===== src/hdl/sfr_guard_pkg.sv =====
package sfr_guard_pkg;

	// ****************************************
	// Widths
	// ****************************************
	localparam int SFR_ADDR_W = 8;
	localparam int SFR_DATA_W = 8;
	localparam int SEG_W      = 6;
	localparam int SEGMENTS   = 64;
	localparam int HW_GROUPS  = 16;

	// ****************************************
	// Address groups
	// ****************************************
	localparam logic [7:0] GEN_LO    = 8'h80;
	localparam logic [7:0] GEN_HI    = 8'h8F;
	localparam logic [7:0] SYS_LO    = 8'h90;
	localparam logic [7:0] SYS_HI    = 8'h9F;
	localparam logic [7:0] SEGCFG_LO = 8'hA0;
	localparam logic [7:0] SEGCFG_HI = 8'hA7;
	localparam logic [7:0] FW_LO     = 8'hA8;
	localparam logic [7:0] FW_HI     = 8'hAF;
	localparam logic [7:0] POS_LO    = 8'hB0;
	localparam logic [7:0] POS_HI    = 8'hBF;
	localparam logic [7:0] HW_LO     = 8'hC0;

	// ****************************************
	// Special registers
	// ****************************************
	localparam logic [7:0] PSW_HIGH_ADDR      = 8'h90;
	localparam logic [7:0] PROTECT_A_ADDR     = 8'h9E;
	localparam logic [7:0] PROTECT_B_ADDR     = 8'h9F;
	localparam logic [7:0] SEG_PTR_LO_ADDR    = 8'hA0;
	localparam logic [7:0] SEG_PTR_HI_ADDR    = 8'hA1;
	localparam logic [7:0] CLOCK_SELECT_ADDR  = 8'hC0;
	localparam logic [7:0] RANDOM_NUMBER_ADDR = 8'hC1;
	localparam logic [7:0] KEY_A_ADDR         = 8'hC2;
	localparam logic [7:0] KEY_B_ADDR         = 8'hC3;

	// ****************************************
	// Fields and reset values
	// ****************************************
	localparam int          PSW_MODE_LSB   = 0;
	localparam int          HW_INDEX_LSB   = 2;
	localparam logic [1:0]  PSW_MODE_USER  = 2'h0;
	localparam logic [1:0]  PSW_MODE_SYS   = 2'h1;
	localparam logic [1:0]  PSW_MODE_POS   = 2'h2;
	localparam logic [15:0] SEG_PTR_RESET  = 16'h0000;
	localparam logic [7:0]  DENIED_READ    = 8'h00;
	localparam logic [15:0] RIGHTS_RESET   = 16'h0000;

	// ****************************************
	// Types
	// ****************************************
	typedef enum logic [2:0] {MODE_BOOT, MODE_TEST, MODE_POS, MODE_SYS, MODE_USER} cpu_mode_t;
	typedef enum logic [2:0] {GRP_GENERAL, GRP_SYSMGMT, GRP_SEGCFG, GRP_FIREWALL, GRP_POS, GRP_HW,
		GRP_NONE} sfr_group_t;

	typedef struct packed {
		logic       valid;
		logic       write;
		logic [7:0] addr;
		logic [7:0] wdata;
	} sfr_req_t;

	typedef struct packed {
		logic       boot;
		logic       test;
		logic [7:0] program_status_high;
	} mode_src_t;

	typedef struct packed {
		logic [7:0] firewall_ctrl_high;
		logic [7:0] firewall_ctrl_low;
	} firewall_t;

	typedef struct packed {
		logic             en;
		logic [SEG_W-1:0] index;
		logic [15:0]      rights;
	} rights_wr_t;

	typedef struct packed {
		logic [15:0] seg_ptr;
		logic [7:0]  rdata;
		logic        rvalid;
	} guard_state_t;

	typedef struct packed {
		logic [SEGMENTS-1:0][15:0] table_words;
		logic [15:0]               rd;
	} rights_mem_t;

endpackage


===== src/hdl/segment_rights_table.sv =====
`timescale 1ns/10ps
module segment_rights_table (
	// Clock and reset
	input  wire logic                       clock_i,
	input  wire logic                       rst_n_i,
	// Write port
	input  wire sfr_guard_pkg::rights_wr_t  wr_i,
	// Read port
	input  wire logic [sfr_guard_pkg::SEG_W-1:0] rd_index_i,
	output logic [15:0]                     rd_rights_o
);
	import sfr_guard_pkg::*;

	rights_mem_t state;
	rights_mem_t next_state;

	// ****************************************
	// Next state
	// ****************************************
	always_comb begin
		next_state = state;
		if (wr_i.en) begin
			next_state.table_words[wr_i.index] = wr_i.rights;
		end
		next_state.rd = state.table_words[rd_index_i];
	end

	always_ff @(posedge clock_i) begin
		if (!rst_n_i) begin
			state.table_words <= '0;
			state.rd          <= RIGHTS_RESET;
		end else begin
			state <= next_state;
		end
	end

	assign rd_rights_o = state.rd;

endmodule


===== src/hdl/sfr_access_guard.sv =====
`timescale 1ns/10ps
module sfr_access_guard (
	// Clock and reset
	input  wire logic                     clock_i,
	input  wire logic                     rst_n_i,
	// CPU access
	input  wire sfr_guard_pkg::sfr_req_t  req_i,
	output logic                          grant_o,
	output logic [7:0]                    rdata_o,
	output logic                          rdata_valid_o,
	// Register file side
	input  wire logic [7:0]               regfile_rdata_i,
	output logic                          reg_wr_o,
	// Mode and rights sources
	input  wire sfr_guard_pkg::mode_src_t mode_src_i,
	input  wire sfr_guard_pkg::firewall_t firewall_i,
	input  wire logic [sfr_guard_pkg::SEG_W-1:0] segment_i,
	input  wire sfr_guard_pkg::rights_wr_t rights_wr_i,
	input  wire logic                     key_a_locked_i,
	// Status
	output sfr_guard_pkg::cpu_mode_t      mode_o,
	output logic [15:0]                   seg_table_ptr_o
);
	import sfr_guard_pkg::*;

	guard_state_t state;
	guard_state_t next_state;
	cpu_mode_t    mode;
	sfr_group_t   grp;
	logic [15:0]  seg_rights;
	logic         allow;
	logic         internal_reg;

	// ****************************************
	// Decoding helpers
	// ****************************************
	function automatic sfr_group_t group_of(input logic [7:0] a);
		sfr_group_t g;
		g = GRP_NONE;
		if (a >= GEN_LO && a <= GEN_HI) begin
			g = GRP_GENERAL;
		end else if (a >= SYS_LO && a <= SYS_HI) begin
			g = GRP_SYSMGMT;
		end else if (a >= SEGCFG_LO && a <= SEGCFG_HI) begin
			g = GRP_SEGCFG;
		end else if (a >= FW_LO && a <= FW_HI) begin
			g = GRP_FIREWALL;
		end else if (a >= POS_LO && a <= POS_HI) begin
			g = GRP_POS;
		end else if (a >= HW_LO) begin
			g = GRP_HW;
		end
		return g;
	endfunction

	function automatic cpu_mode_t mode_of(input mode_src_t s);
		cpu_mode_t m;
		m = MODE_USER;
		if (s.boot) begin
			m = MODE_BOOT;
		end else if (s.test) begin
			m = MODE_TEST;
		end else begin
			case (s.program_status_high[PSW_MODE_LSB +: 2])
				PSW_MODE_SYS: m = MODE_SYS;
				PSW_MODE_POS: m = MODE_POS;
				default:      m = MODE_USER;
			endcase
		end
		return m;
	endfunction

	function automatic logic hw_bit(input logic [15:0] rights, input logic [7:0] a);
		return rights[a[HW_INDEX_LSB +: 4]];
	endfunction

	function automatic logic decide(input cpu_mode_t m, input sfr_group_t g, input logic [7:0] a,
		input logic wr, input logic [15:0] fw, input logic [15:0] seg, input logic ptr_ok,
		input logic key_lock);
		logic ok;
		ok = 1'b0;
		case (m)
			MODE_BOOT, MODE_TEST: begin
				ok = (g != GRP_NONE);
			end
			MODE_POS: begin
				case (g)
					GRP_FIREWALL: ok = !wr;
					GRP_POS:      ok = 1'b1;
					GRP_HW:       ok = hw_bit(fw, a) || (!wr && a == CLOCK_SELECT_ADDR);
					GRP_SYSMGMT:  ok = !wr && a == PSW_HIGH_ADDR;
					default:      ok = 1'b0;
				endcase
			end
			MODE_SYS: begin
				ok = (g == GRP_SEGCFG) || (g == GRP_SYSMGMT) || (g == GRP_FIREWALL) || (g == GRP_HW);
			end
			MODE_USER: begin
				case (g)
					GRP_HW:      ok = ptr_ok && hw_bit(seg, a);
					GRP_SYSMGMT: ok = !wr && a == PSW_HIGH_ADDR;
					default:     ok = 1'b0;
				endcase
			end
			default: ok = 1'b0;
		endcase
		if (g == GRP_GENERAL) begin
			ok = 1'b1;
		end
		if (g == GRP_SEGCFG && m != MODE_SYS) begin
			ok = 1'b0;
		end
		if (!wr && (a == PROTECT_A_ADDR || a == PROTECT_B_ADDR)) begin
			ok = 1'b0;
		end
		if (wr && a == RANDOM_NUMBER_ADDR) begin
			ok = 1'b0;
		end
		if (!wr && (a == KEY_A_ADDR || a == KEY_B_ADDR)) begin
			ok = 1'b0;
		end
		if (key_lock && a == KEY_A_ADDR) begin
			ok = 1'b0;
		end
		return ok;
	endfunction

	// ****************************************
	// Current segment rights
	// ****************************************
	segment_rights_table u_segment_rights_table (
		.clock_i     (clock_i),
		.rst_n_i     (rst_n_i),
		.wr_i        (rights_wr_i),
		.rd_index_i  (segment_i),
		.rd_rights_o (seg_rights)
	);

	// ****************************************
	// Grant decision
	// ****************************************
	assign mode         = mode_of(mode_src_i);
	assign grp          = group_of(req_i.addr);
	assign internal_reg = (req_i.addr == SEG_PTR_LO_ADDR) || (req_i.addr == SEG_PTR_HI_ADDR);
	assign allow        = decide(mode, grp, req_i.addr, req_i.write, firewall_i, seg_rights,
		state.seg_ptr != SEG_PTR_RESET, key_a_locked_i);

	assign grant_o  = req_i.valid && allow;
	assign reg_wr_o = req_i.valid && req_i.write && allow && !internal_reg;

	// ****************************************
	// State update
	// ****************************************
	always_comb begin
		next_state        = state;
		next_state.rvalid = req_i.valid && !req_i.write;
		if (req_i.valid && !req_i.write) begin
			if (!allow) begin
				next_state.rdata = DENIED_READ;
			end else if (req_i.addr == SEG_PTR_LO_ADDR) begin
				next_state.rdata = state.seg_ptr[7:0];
			end else if (req_i.addr == SEG_PTR_HI_ADDR) begin
				next_state.rdata = state.seg_ptr[15:8];
			end else begin
				next_state.rdata = regfile_rdata_i;
			end
		end
		if (req_i.valid && req_i.write && allow) begin
			if (req_i.addr == SEG_PTR_LO_ADDR) begin
				next_state.seg_ptr[7:0] = req_i.wdata;
			end else if (req_i.addr == SEG_PTR_HI_ADDR) begin
				next_state.seg_ptr[15:8] = req_i.wdata;
			end
		end
	end

	always_ff @(posedge clock_i) begin
		if (!rst_n_i) begin
			state.seg_ptr <= SEG_PTR_RESET;
			state.rdata   <= DENIED_READ;
			state.rvalid  <= 1'b0;
		end else begin
			state <= next_state;
		end
	end

	assign rdata_o         = state.rdata;
	assign rdata_valid_o   = state.rvalid;
	assign seg_table_ptr_o = state.seg_ptr;
	assign mode_o          = mode;

	logic rd_req;
	logic wr_req;
	logic hw_plain;
	assign rd_req   = req_i.valid && !req_i.write;
	assign wr_req   = req_i.valid && req_i.write;
	assign hw_plain = grp == GRP_HW && req_i.addr > KEY_B_ADDR;
endmodule


===== config.mk =====
export PLATFORM = sky130hd
export DESIGN_NAME = sfr_access_guard
export DESIGN_NICKNAME = d
export VERILOG_FILES = /design/src/hdl/sfr_guard_pkg.sv /design/src/hdl/segment_rights_table.sv /design/src/hdl/sfr_access_guard.sv
export SDC_FILE = /design/constraint.sdc
export NUM_CORES = 2
export LEC_CHECK = 0
export BUFFER_PORTS_ARGS = -buffer_cell sky130_fd_sc_hd__buf_2
export CAP_MARGIN = 20
export CORE_UTILIZATION = 45
export CTS_CLUSTER_DIAMETER = 30
export DETAILED_ROUTE_END_ITERATION = 8
export RECOVER_POWER = 25
export SYNTH_ARGS = -nofsm -noshare
export SYNTH_HDL_FRONTEND = slang
export SYNTH_HIERARCHICAL = 1
export SYNTH_SLANG_ARGS = --single-unit

===== constraint.sdc =====
create_clock -name clock_i -period 1.7 [get_ports clock_i]
set_input_delay 0 -clock clock_i [delete_from_list [all_inputs] [get_ports clock_i]]
set_output_delay 0 -clock clock_i [all_outputs]
set_load 0.02 [all_outputs]

# Yosys cells after proc, flatten, opt, wreduce, memory -nomap -nowiden
# Cells that the tools add are included.
# Widths: inputs -> output; s select.
[op_classes]
reduce_logical = 34
n_lt_le_gt_ge = 15
eq_ne = 22
bitwise_logic = 1
muxes = 30
[op_table]
columns = ["operator", "n"]
rows = [
  ["$bwmux 1024", 1],
  ["$bmux 16 s6", 1],
  ["$demux 16 s6", 1],
  ["$eq 8x8->1 const B", 9],
  ["$ge 8x8->1 const B", 6],
  ["$le 8x8->1 const B", 5],
  ["$mux 16", 2],
  ["$mux 8", 3],
  ["$logic_and 1x1->1", 19],
  ["$mux 3", 6],
  ["$reduce_bool 16->1", 1],
  ["$lt 6x7->1 const B", 2],
  ["$eq 3x2->1 const B", 4],
  ["$eq 3x3->1 const B", 3],
  ["$bmux 1 s4", 2],
  ["$mux 1", 8],
  ["$pmux 1 s4", 2],
  ["$logic_or 1x1->1", 7],
  ["$eq 3x1->1 const B", 2],
  ["$ge 6x1->1 const B", 1],
  ["$logic_not 3->1", 2],
  ["$pmux 3 s2", 1],
  ["$lt 4x5->1 const B", 1],
  ["$mux 2", 2],
  ["10 further kinds", 11],
]
[word_totals]
output_inout_bits = 30
inputBits = 84
reg_bits = 1065
elab_cells = 171

# Longest topological paths before layout
[depth]
word_depth = 20
mapped_depth = 10
depth_no_buf = 8

# Cells and area by module
# The synthesis kept the hierarchy.
[by_module_without_submodules]
columns = ["mod", "instances", "cells_each", "seq_area_each_um2", "area_each_um2"]
rows = [
  ["segment_rights_table", 1, 5276, 20820.0, 47118.9],
  ["sfr_access_guard", 1, 193, 500.5, 1771.7],
]

# Worst setup path before layout
# No wires, ideal clock.
[synth_path]
kind = "input port to output port"
startpoint = "input port mode_src_i[1] in the netlist's numbering"
endpoint = "output port reg_wr_o"
slack_ns = -0.590
t_required_ns = 1.700
path_buffers = 0
path_stages = 8
arrival_ns = 2.290
path_cell_list = "inv_1 ha_1 nor3_1 and3b_1 nand4_1 o2111ai_1 nor3_2 nor4_1"
[synth_via]
elab_chain_len = 15
elab_cells_between_ends = 22
cone_classes = "7 x eq/ne; 10 x mux; 5 x reduce/logical"
[synth_lines]
columns = ["item", "line_no", "text"]
rows = [
  ["from (decl)", "sfr_access_guard.sv:15", "input wire sfr_guard_pkg::mode_src_t mode_src_i,"],
  ["$eq 2x2->1 / $eq 2x1->1 (equally long branches)", "sfr_access_guard.sv:64", "case (s.program_status_high[PSW_MODE_LSB +: 2])"],
  ["$pmux 3 s2 (*)", "sfr_access_guard.sv:64", ""],
  ["$mux 3 (*)", "sfr_access_guard.sv:61", "end else if (s.test) begin"],
  ["$mux 3 (*)", "sfr_access_guard.sv:59", "if (s.boot) begin"],
  ["named net mode_o[1]", "sfr_access_guard.sv:21", "output sfr_guard_pkg::cpu_mode_t mode_o,"],
  ["$eq 3x1->1 / $logic_not 3->1 (equally long branches)", "sfr_access_guard.sv:82", "case (m)"],
  ["$reduce_or 2->1", "sfr_access_guard.sv:82", ""],
  ["$pmux 1 s4", "sfr_access_guard.sv:82", ""],
  ["$mux 1", "sfr_access_guard.sv:107", "if (g == GRP_GENERAL) begin"],
  ["$mux 1 (*)", "sfr_access_guard.sv:110", "if (g == GRP_SEGCFG && m != MODE_SYS) begin"],
  ["$mux 1 (*)", "sfr_access_guard.sv:113", "if (!wr && (a == PROTECT_A_ADDR || a == PROTECT_B_ADDR)) begin"],
  ["$mux 1 (*)", "sfr_access_guard.sv:116", "if (wr && a == RANDOM_NUMBER_ADDR) begin"],
  ["$mux 1 (*)", "sfr_access_guard.sv:119", "if (!wr && (a == KEY_A_ADDR || a == KEY_B_ADDR)) begin"],
  ["$mux 1 (*)", "sfr_access_guard.sv:122", "if (key_lock && a == KEY_A_ADDR) begin"],
  ["$logic_and 1x1->1 (*) (2 in series)", "sfr_access_guard.sv:149", "assign reg_wr_o = req_i.valid && req_i.write && allow && !internal_reg;"],
  ["to (decl)", "sfr_access_guard.sv:13", "output logic reg_wr_o,"],
]
# Mark *: on every way through the listed nets, which the timed path passes. The rest lies on a longest branch.

# Final worst setup path
[layout_path]
startpoint = "register u_segment_rights_table.state (netlist bit u_segment_rights_table/rd_rights_o[13])"
endpoint = "output port reg_wr_o"
[layout_via]
elab_chain_len = 13
[layout_lines]
columns = ["item", "line_no", "text"]
rows = [
  ["from (decl)", "segment_rights_table.sv:14", "rights_mem_t state;"],
  ["from (signal assigned)", "segment_rights_table.sv:33", "state <= next_state;"],
  ["$bmux 1 s4", "sfr_access_guard.sv:74", "return rights[a[HW_INDEX_LSB +: 4]];"],
  ["$mux 1 (implied by the code)", "sfr_access_guard.sv:74", ""],
  ["$logic_and 1x1->1", "sfr_access_guard.sv:100", "GRP_HW: ok = ptr_ok && hw_bit(seg, a);"],
  ["$pmux 1 s2", "sfr_access_guard.sv:99", "case (g)"],
  ["$pmux 1 s4", "sfr_access_guard.sv:82", ""],
  ["$mux 1", "sfr_access_guard.sv:107", ""],
  ["$mux 1", "sfr_access_guard.sv:110", ""],
  ["$mux 1", "sfr_access_guard.sv:113", ""],
  ["$mux 1", "sfr_access_guard.sv:116", ""],
  ["$mux 1", "sfr_access_guard.sv:119", ""],
  ["$mux 1", "sfr_access_guard.sv:122", ""],
  ["$logic_and 1x1->1 (2 in series)", "sfr_access_guard.sv:149", ""],
]
# No other way between the ends. The select of a mux whose other input is x is not followed.

==> reports/qor.txt <==
Unique masters post-synth - 66
Critical path endpoint category - output pin
Register area share after synthesis - 0.436
Rows - 120
Post-route clock period utilization - 1.44
Syn nets - 5,554
Crit path arrival time - 2450 ps
Slew Viols, Final - 0
Non-Filler Instances - 7,427
Dpl cells - 6,935
Most used DFF post-synth - dfxtp_1
Post-synth top cells - nand2_1 (1,833), dfxtp_1 (1,065), a21boi_0 (950)
Failing checks - setup timing
Tightest Pin Transition - 1060 ps
Placer's final routability congestion estimate - 0.962
R2R setup slack - -250 ps
Path depth of the worst reg2reg path - 8
# DRC - 0
Setup Viol. Count Final - 353
Unrepaired setup endpoints after global routing - yes
Post-synth EDFFs - 0
Mean Syn Cell Area - 8.94 µm²
Routed WL - 170 mm
Die W - 332 µm
Synth async-reset ratio - 0
Routed WL per cell - 22.9 µm
CTS Buf Count - 233
Layout cells sized above 1 - 0.227
FILL cells - 8,912
Pwr/cell area - 1220 nW/µm²
Synthesis Warnings - 6
Max-slew headroom - 0.292
Final hold violation count - 0
R2R Path End - rdata_o[1]
Slowest CP cell - mux4_2
WP data required - 1700 ps
Clock tree buffer depth - 3
F_max - 408 MHz
First-pass GRT wire length - 259 mm
CP max FO - 3
Final nets - 5,911
DR vias/cell - 5.70
Max_cap viols - 0
Yosys reg bits - 1,065
Drt first pass iters - 5
Worst-Skew Late Latency - 800 ps
Worst hold start - req_i[1]
Post-route ant nets - 0
Multi-input logic area - 25,900 µm²
Cell with the most instances after synthesis - nand2_1
Post-DP Area - 54,500 µm²
Root Buffer - clkbuf_16
CTS clk-pin slew, worst paths - 40 ps
Mapped Area - 48,900 µm²
Final instance area - 64,100 µm²
Clock Skews - 51.4 ps
Post-synthesis cell count - 5,469
Vias in the first global route - 41,980
RR Startpoint - u_segment_rights_table/rd_rights_o[13]
Effective utilization at floorplan - 0.455
Setup Crit Path Kind - reg -> out
Die Span Y - 332 µm
GR Util All Layers - 0.304
Final worst slack - -749 ps
Area leader, netlist - dfxtp_1
Total Die Area - 110,000 µm²
Crit path cell chain - mux4_2 -> o21ai_2 -> a211oi_2 -> nor3_4 -> buf_12 -> nor4_4 -> buf_4
Area contributors post-synth - dfxtp_1 (44%), a21boi_0 (15%), nand2_1 (14%)
Hold Path Sink - seg_table_ptr_o[1]
Startpoint Class - register
Worst Hold Depth - 4
HPWL Detailed - 107 mm
H-tree lvl count - 4
Core area - 107,000 µm²
Grt total ovfl - 0
Status - finished, violations left
Top cell type's share of synthesized area - 0.436
CTS tree - built
Largest net degree at the start of global routing - 227
Clk sinks - 1,065
Period minus WS final - 2450 ps
Initial drt markers - 3,906
# port buffers - 107
Top-Level Pins - 114
Peak supply drop - 0.000888 V
Total number of vias - 42,304
Area Growth Syn to Fin - 31.1%
Lkg Pwr - 22.0 nW
Storage element area - 21,300 µm²
Crit path largest cell delay - 560 ps
Initial antenna violation count - 2
Worst min-delay path class - in -> reg
## where the power goes
group          total [mW]  internal, mW  switching (mW)
Combinational        4.39          1.76            2.63
Clock                48.7          33.8            15.0
Sequential           25.3          25.2          0.0756
## state kept, by name, indices dropped and copies added, names as in the netlist
signal,cells
u_segment_rights_table/state,1024
rdata_o,8
seg_table_ptr_o,16
u_segment_rights_table/rd_rights_o,16
rdata_valid_o,1
## metrics by stage
step | total power, mW | setup slack [ps] | setup TNS (ps) | hold slack [ps] | util
after CTS | 78.7 | -783 | -3000 | 17.6 | 0.597
after global placement | 29.8 | -681 | -24190 | 277 | 0.508
final | 78.4 | -749 | -28010 | 50.8 | 0.597
after detailed placement | 29.8 | -681 | -30300 | 289 | 0.508
after global routing | 80.3 | -814 | -55590 | 54.5 | 0.597
after floorplan | 27.9 | -8.45 | -8.45 | 33.2 | -
## cell usage in the layout (no fill, tap or decap), types with 11 or more instances in the layout
| cell | Yosys | final |
|---|---|---|
| nor2_1 | 54 | 52 |
| buf_12 | 0 | 134 |
| mux2i_2 | 0 | 11 |
| clkbuf_2 | 1 | 15 |
| nand2_1 | 1833 | 1825 |
| buf_2 | 79 | 99 |
| mux4_2 | 246 | 248 |
| clkbuf_8 | 0 | 40 |
| a22o_1 | 12 | 12 |
| a21boi_1 | 27 | 26 |
| o221ai_1 | 13 | 13 |
| clkinv_2 | 0 | 34 |
| o21ai_0 | 39 | 35 |
| clkinvlp_4 | 0 | 18 |
| mux2i_1 | 148 | 128 |
| clkinv_4 | 0 | 12 |
| nor2_2 | 19 | 21 |
| dfxtp_1 | 1065 | 1050 |
| clkbuf_1 | 340 | 43 |
| dfxtp_2 | 0 | 14 |
| o22ai_1 | 35 | 25 |
| a21oi_1 | 44 | 30 |
| nand3_1 | 239 | 239 |
| dlygate4sd3_1 | 0 | 62 |
| buf_4 | 37 | 307 |
| a221oi_1 | 13 | 11 |
| clkbuf_16 | 0 | 234 |
| bufinv_16 | 0 | 46 |
| nor2b_1 | 72 | 71 |
| a21boi_0 | 950 | 951 |
## worst max-delay path by stage
stage | start | endpoint | slack [ps] | cells past startpoint
2_1_floorplan | u_segment_rights_table/rd_rights_o[13] | rdata_o[6] | -8 | 6
3_3_place_gp | segment_i[1] | u_segment_rights_table/rd_rights_o[3] | -680 | 10
3_5_place_dp | segment_i[0] | u_segment_rights_table/rd_rights_o[7] | -680 | 7
4_1_cts | u_segment_rights_table/rd_rights_o[13] | reg_wr_o | -780 | 7
5_1_grt | u_segment_rights_table/rd_rights_o[14] | reg_wr_o | -810 | 8
6_report | u_segment_rights_table/rd_rights_o[13] | reg_wr_o | -750 | 7
## routing by layer
layer  part of all wire  wire (µm)  vias to the layer above  global-route usage
li1                   -          -                    19498                   -
met1               0.42      71100                    20714               0.399
met2               0.46      78800                     1719               0.490
met3              0.080      13600                      371              0.0599
met4              0.039       6630                        2               0.128
met5           0.000076         13                        -                   0
## cell families (layout without fill, tap and decap cells)
family | after synthesis | after routing | synth area share
and+or+nand+nor | 2284 | 2284 | 0.191
AOI/OAI and AO/OA | 1180 | 1180 | 0.178
DFF | 1065 | 1065 | 0.436
buffers and inverters | 531 | 1085 | 0.0472
muxes | 408 | 408 | 0.147
adders and majority gates | 1 | 1 | 0.000256
other | 0 | 1 | 0
## worst max-delay path: cells and delay by family (launching register included)
kind,cells,cell delay [ps]
buffers and inverters,2,290
and+or+nand+nor,2,210
muxes,1,560
DFF,1,330
AOI/OAI and AO/OA,2,260
## area by class of cell
cell class / instances / share of cell area
antenna: 1 / 0.0000391
clock buffer: 304 / 0.102
clock inverter: 128 / 0.0328
inverter: 8 / 0.000469
multi-input combinational: 3873 / 0.405
sequential: 1065 / 0.333
tap: 1403 / 0.0274
timing repair buffer: 645 / 0.0997
## what timing repair did
action	in CTS	in global routing
resized for setup	97	49
buffers inserted	2	1
hold endpoints to repair	1064	0
hold buffers	62	0
pin swaps	28	14
endpoints found under the setup margin	23	24
(Power assumes the default switching activity.)
